--- src/arr_defines.svh ---
// Register offsets, field layout and reset values for the ADC result bank
`ifndef ARR_DEFINES_SVH
`define ARR_DEFINES_SVH
`define ARR_CMD_DIE_TEMP 8'h05
`define ARR_CMD_MOD_CUR 8'h06
`define ARR_CMD_SRC_MON 8'h07
`define ARR_CODE_MSB 9
`define ARR_RSVD_LSB 10
`define ARR_RESULT_RESET 10'h000
`define ARR_TEMP_OFFSET_K 273
`define ARR_CODE_FULL_SCALE 1024
`endif

--- src/arr_pkg.sv ---
// Types shared by the ADC result bank
package arr_pkg;
  typedef logic [9:0] arr_code_type;
  typedef enum logic [1:0] {
    ARR_SRC_TEMP = 2'b00,
    ARR_SRC_MOD = 2'b01,
    ARR_SRC_SOURCE = 2'b10,
    ARR_SRC_MONITOR = 2'b11
  } arr_src_type;
  typedef struct packed {
    logic valid;
    arr_src_type src;
    arr_code_type code;
  } arr_conv_type;
  typedef struct packed {
    logic rd;
    logic [7:0] cmd;
  } arr_req_type;
endpackage : arr_pkg

--- src/arr_result_slot.sv ---
// One stored ADC result field with zeroed reserved bits
`timescale 1ns/100ps
module arr_result_slot #(
  parameter int CODE_W = 10
) (
  input wire logic clk,
  input wire logic rst,
  input wire logic load,
  input wire logic [CODE_W-1:0] code_in,
  output logic [15:0] word
);
  if (CODE_W < 1 || CODE_W > 16) begin : g_bad_code_w
    $error("arr_result_slot: CODE_W out of range");
  end

  logic [CODE_W-1:0] code;

  always_ff @(posedge clk) begin
    if (rst) begin
      code <= '0;
    end else if (load) begin
      code <= code_in;
    end
  end

  // Reserved upper bits are hard zero
  assign word = {{(16-CODE_W){1'b0}}, code};
endmodule : arr_result_slot

--- src/arr_result_regs.sv ---
// Read-back register bank for die temperature and current ADC results
//
// Contract
// Command 0x05 returns the die temperature code in 9:0, 15:10 reserved.
// The temperature code weighs 0.5 C per count with a 273 C offset.
// Command 0x06 returns the average modulation current code in 9:0.
// Modulation current is code/1024 times (range+1) times 9 mA nominal.
// With the mode bit clear, 0x07 holds the source pin current code.
// With the mode bit set, 0x07 holds the log-scale monitor diode code.
// Results read zero until first converted; reserved bits read zero.
`timescale 1ns/100ps
`include "arr_defines.svh"
module arr_result_regs #(
  parameter int CODE_W = 10
) (
  input wire logic CORE_CLK,
  input wire logic RST,
  input wire arr_pkg::arr_conv_type CONV,
  input wire logic POWER_CTRL_MODE,
  input wire arr_pkg::arr_req_type REQ,
  output logic [15:0] RDATA,
  output logic RVALID,
  output logic RHIT
);
  // ------------------------------------------------------------
  // Checks
  // ------------------------------------------------------------
  // The serial word is fixed at 16 bits, so the code field must leave
  // exactly the reserved bits above it
  if (CODE_W != `ARR_CODE_MSB + 1) begin : g_bad_code_w
    $error("arr_result_regs: CODE_W must match the result field");
  end
  if (`ARR_RSVD_LSB != `ARR_CODE_MSB + 1) begin : g_bad_layout
    $error("arr_result_regs: reserved bits must sit above the code");
  end
  if (`ARR_CMD_DIE_TEMP == `ARR_CMD_MOD_CUR ||
      `ARR_CMD_MOD_CUR == `ARR_CMD_SRC_MON ||
      `ARR_CMD_DIE_TEMP == `ARR_CMD_SRC_MON) begin : g_bad_map
    $error("arr_result_regs: command codes must differ");
  end

  // ------------------------------------------------------------
  // Result capture
  // ------------------------------------------------------------
  logic ld_temp;
  logic ld_mod;
  logic ld_shared;
  logic [15:0] temp_word;
  logic [15:0] mod_word;
  logic [15:0] shared_word;


  // A conversion is taken only on its valid pulse, and only by the slot
  // that owns its source
  function automatic logic conv_for(
    input arr_pkg::arr_conv_type conv,
    input arr_pkg::arr_src_type src
  );
    conv_for = conv.valid && conv.src == src;
  endfunction : conv_for

  // Temperature code is stored raw; 0.5 C/LSB scaling is software's job
  assign ld_temp = conv_for(CONV, arr_pkg::ARR_SRC_TEMP);
  // Modulation code is linear in range setting; stored raw
  assign ld_mod = conv_for(CONV, arr_pkg::ARR_SRC_MOD);
  // The shared slot only accepts the source that matches the mode, so a
  // conversion of the other kind arriving after a mode change is never stored.
  // It is not cleared on a mode change: the last accepted value stays
  // until a conversion of the new kind arrives.
  assign ld_shared = POWER_CTRL_MODE ?
    conv_for(CONV, arr_pkg::ARR_SRC_MONITOR) :
    conv_for(CONV, arr_pkg::ARR_SRC_SOURCE);

  arr_result_slot #(.CODE_W(CODE_W)) u_temp (
    .clk(CORE_CLK),
    .rst(RST),
    .load(ld_temp),
    .code_in(CONV.code),
    .word(temp_word)
  );
  arr_result_slot #(.CODE_W(CODE_W)) u_mod (
    .clk(CORE_CLK),
    .rst(RST),
    .load(ld_mod),
    .code_in(CONV.code),
    .word(mod_word)
  );
  arr_result_slot #(.CODE_W(CODE_W)) u_shared (
    .clk(CORE_CLK),
    .rst(RST),
    .load(ld_shared),
    .code_in(CONV.code),
    .word(shared_word)
  );

  // ------------------------------------------------------------
  // Read port
  // ------------------------------------------------------------
  // One-hot select: bit 0 temperature, bit 1 modulation, bit 2 shared
  function automatic logic [2:0] cmd_select(input logic [7:0] cmd);
    case (cmd)
      `ARR_CMD_DIE_TEMP: cmd_select = 3'h1;
      `ARR_CMD_MOD_CUR: cmd_select = 3'h2;
      `ARR_CMD_SRC_MON: cmd_select = 3'h4;
      default: cmd_select = 3'h0;
    endcase
  endfunction : cmd_select

  // Nothing selected reads zero, which also answers unmapped commands
  function automatic logic [15:0] read_word(
    input logic [2:0] sel,
    input logic [15:0] temp,
    input logic [15:0] mod,
    input logic [15:0] shared
  );
    case (sel)
      3'h1: read_word = temp;
      3'h2: read_word = mod;
      3'h4: read_word = shared;
      default: read_word = 16'h0000;
    endcase
  endfunction : read_word

  logic [2:0] rd_sel;

  assign rd_sel = REQ.rd ? cmd_select(REQ.cmd) : 3'h0;

  // ------------------------------------------------------------
  // Read strobe
  // ------------------------------------------------------------
  always_ff @(posedge CORE_CLK) begin
    if (RST) begin
      RVALID <= 1'b0;
    end else begin
      RVALID <= REQ.rd;
    end
  end

  // ------------------------------------------------------------
  // Hit flag
  // ------------------------------------------------------------
  always_ff @(posedge CORE_CLK) begin
    if (RST) begin
      RHIT <= 1'b0;
    end else begin
      RHIT <= |rd_sel;
    end
  end

  // ------------------------------------------------------------
  // Read data
  // ------------------------------------------------------------
  // Held between reads so a slow host may take it late; a read in the
  // cycle of a conversion returns the value stored before it
  always_ff @(posedge CORE_CLK) begin
    if (RST) begin
      RDATA <= 16'h0000;
    end else if (REQ.rd) begin
      RDATA <= read_word(rd_sel, temp_word, mod_word, shared_word);
    end
  end
endmodule : arr_result_regs

--- config.mk ---
export PLATFORM = sky130hd
export DESIGN_NAME = arr_result_regs
export DESIGN_NICKNAME = d
export VERILOG_FILES = /design/src/arr_pkg.sv /design/src/arr_result_slot.sv /design/src/arr_result_regs.sv
export VERILOG_INCLUDE_DIRS = /design/src
export SDC_FILE = /design/constraint.sdc
export NUM_CORES = 1
export LEC_CHECK = 0
export BUFFER_PORTS_ARGS = -buffer_cell sky130_fd_sc_hd__clkbuf_2
export CORE_ASPECT_RATIO = 1.4
export CORE_MARGIN = 4
export CORE_UTILIZATION = 35
export DETAILED_ROUTE_END_ITERATION = 8
export PLACE_DENSITY = 0.64
export SETUP_SLACK_MARGIN = 0.2
export SYNTH_ARGS = -nofsm -noshare
export SYNTH_HDL_FRONTEND = slang
export SYNTH_SLANG_ARGS = --single-unit
--- constraint.sdc ---
create_clock -name CORE_CLK -period 1.62 [get_ports CORE_CLK]
set_input_delay 0 -clock CORE_CLK [delete_from_list [all_inputs] [get_ports CORE_CLK]]
set_output_delay 0 -clock CORE_CLK [all_outputs]
set_load 0.02 [all_outputs]
==> flow_summary.json <==
{
  "cp.arrival_ns": 1.12,
  "drt-pass1-iter-count": 4,
  "reg2reg_depth": 3,
  "avgSynthCellArea_um2": 9.606,
  "p_int_mw": 1.585,
  "p_sw_share_pct": 23.26,
  "fp-row-count": 30,
  "cts_made_buffers": 5,
  "clock_latency_ns": 0.29,
  "fmax_mhz": 1040,
  "critPathLaunchType": "flop",
  "drtAntennaViolNets": 0,
  "timing.setup.critical_path_class": "reg2reg",
  "grt_pass1_wl_um": 6430,
  "start_util_pct": 36.30,
  "routed_wl_um": 3888,
  "crit_buf_inv": 0,
  "rrSetupSlack_ns": 0.66,
  "die_x_um": 67.90,
  "worst-path-stages": 3,
  "layout_common_cells": "dfxtp_1, clkbuf_2, nor2_1",
  "cts_buffer_depth": 2,
  "grtUsageTotal_pct": 13.25,
  "worst_pin_slew_ns": 0.6185,
  "root_buffer": "clkbuf_8",
  "maxCapViolCount": 0,
  "drive_above_1_share_pct": 27.39,
  "grt.overflow.total": 0,
  "htree_levels": 2,
  "mappedNetlistArea_mm2": 0.001758,
  "slew_violations": 0,
  "min_period_over_period_pct": 59.33,
  "layout_commonest_cell": "dfxtp_1",
  "crit_fanout": 2,
  "status": "complete, no violations",
  "slew_headroom_pct": 58.62,
  "p_leak_nw": 0.9322,
  "cts_sinks": 42,
  "whs_path_depth": 2,
  "power_density_mw_per_mm2": 944.1,
  "seqPwrFrac_pct": 52.0,
  "synthCells": 183,
  "gp_congestion": 0.7502,
  "synth_cell_types": 24,
  "yosysWarnings": 0,
  "skew_ns": 0.002761,
  "cp_top_family": "flip-flops",
  "rsz0062_at_grt": "no",
  "drc": 0,
  "crit_path_top_delay_cell": "dfxtp_1",
  "crit_path_end_kind": "flop",
  "hold_violations": 0,
  "tritoncts": "done",
  "setup_violations": 0,
  "grt_max_degree": 31,
  "fin_crit_ns": 0.9611,
  "fin_nets": 254,
  "post_cts.repair.setup_buffers": 0,
  "dp_hpwl_um": 2777,
  "hp-class": "in2reg",
  "grt_pass1_vias": 1363,
  "fp.dieH_um": 91.86,
  "dieArea_mm2": 0.006237,
  "p_comb_share_pct": 10.7,
  "power.share.clock_pct": 37.2,
  "max_stage_delay_ns": 0.32,
  "fin_setup_tns_ns": 0,
  "drt_iter0_markers": 89,
  "clk_pin_slew_ns": 0.08,
  "io_pins": 43,
  "ys_ff_latch": 42,
  "seq_area_frac_synth_pct": 47.83,
  "via_per_inst": 4.796,
  "vias": 1410,
  "antenna_found_initial": 0,
  "io_buffers": 36,
  "switchingPower_uw": 480.3,
  "syn_to_final_growth_pct": 24.41,
  "place_ws_ns": 0.4611,
  "antenna_cells": 0,
  "required_ns": 1.78,
  "core_region_area_mm2": 0.004842,
  "wl_per_cell_um": 13.22,
  "ir_drop_mv": 0.3532,
  "fin_ws_ns": 0.6589,
  "path_cells": "mux2_2, a22oi_1, o21ai_0"
}
[power by group through the flow]
| stage | clock network [mW] | logic [mW] | registers (mW) |
|---|---|---|---|
| finish | 0.769 | 0.222 | 1.07 |
| global route | 0.828 | 0.244 | 1.08 |
| CTS | 0.788 | 0.223 | 1.07 |
| detailed placement | 0 | 0.203 | 1.10 |
| global placement | 0 | 0.199 | 1.10 |
| floorplan | 0 | 0.141 | 1.09 |
[synth_stat cells]
cell | instances | area share [%]
conb_1 | 1 | 0.21
a21oi_1 | 10 | 2.8
nand3b_1 | 1 | 0.43
o21ai_0 | 20 | 5.7
and2_1 | 1 | 0.36
dfxtp_1 | 42 | 48
clkbuf_1 | 5 | 1.1
inv_1 | 1 | 0.21
nand3_1 | 11 | 3.1
o2111ai_2 | 1 | 0.85
xor2_2 | 1 | 0.93
buf_1 | 1 | 0.21
nand2_1 | 11 | 2.3
buf_2 | 1 | 0.28
and2b_1 | 1 | 0.43
buf_4 | 9 | 3.8
a22oi_1 | 10 | 4.3
nor2_1 | 22 | 4.7
nor3b_1 | 1 | 0.43
nor4b_2 | 1 | 0.85
xnor2_2 | 1 | 0.93
mux2i_1 | 20 | 11
nor2b_1 | 1 | 0.36
mux2_2 | 10 | 6.4
[registers in the layout (all words and copies together) (netlist names)]
register       count
RDATA             10
RHIT               1
u_mod.code        10
RVALID             1
u_shared.code     10
u_temp.code       10
[metal layers]
metal	GRT usage (%)	part of all wire [%]	vias to the layer above	wire length (um)
li1	-	-	724	-
met1	16.44	45	642	1761
met2	21.53	48	38	1864
met3	3.064	4.8	6	186
met4	5.473	2.0	0	76
met5	0	0	-	0
[final timing paths]
| path | start | to |
|---|---|---|
| min reg2reg | RDATA[9] | RDATA[9] |
| max reg2reg | u_temp.code[2] | RDATA[2] |
| max | u_temp.code[2] | RDATA[2] |
| min | REQ[8] | RVALID |
[final cells by class]
cell class                      count  area [um^2]
Sequential cell                    42        840.8
Clock buffer                        8        110.1
Fill cell                         482         2655
Multi-Input combinational cell    129        842.1
Timing Repair Buffer               50        310.3
Tap cell                           64        80.08
Inverter                            1        3.754
[cell families (layout without fill, tap and decap cells)]
logic type	Yosys count	count (layout)	share of synthesized area, %
simple gates	50	50	13.03
flops	42	42	47.83
compound gates	41	41	13.67
mux	30	30	17.79
buf+inv	17	59	5.622
xor+xnor	2	2	1.851
other cells	1	6	0.2133
[metrics by stage]
| step | power, mW | instance area, um^2 | utilization (%) | hold WS (ns) | instances |
|---|---|---|---|---|---|
| 2_1_floorplan | 1.235 | 1777 | - | 0.1439 | 188 |
| 3_3_place_gp | 1.297 | 1977 | 40.83 | 0.2712 | 276 |
| 3_5_place_dp | 1.300 | 1977 | 40.83 | 0.2746 | 276 |
| 4_1_cts | 2.085 | 2187 | 45.17 | 0.01217 | 294 |
| 5_1_grt | 2.149 | 2187 | 45.17 | 0.03159 | 294 |
| 6_report | 2.065 | 2187 | 45.17 | 0.01291 | 294 |
[what timing repair did]
| action | CTS | global route |
|---|---|---|
| hold buffers | 10 | 0 |
| endpoints found under the setup margin | 0 | 0 |
| gates resized for setup | 0 | 0 |
| hold endpoints to repair | 28 | 0 |
No activity file was read; power rests on OpenSTA's default activity.
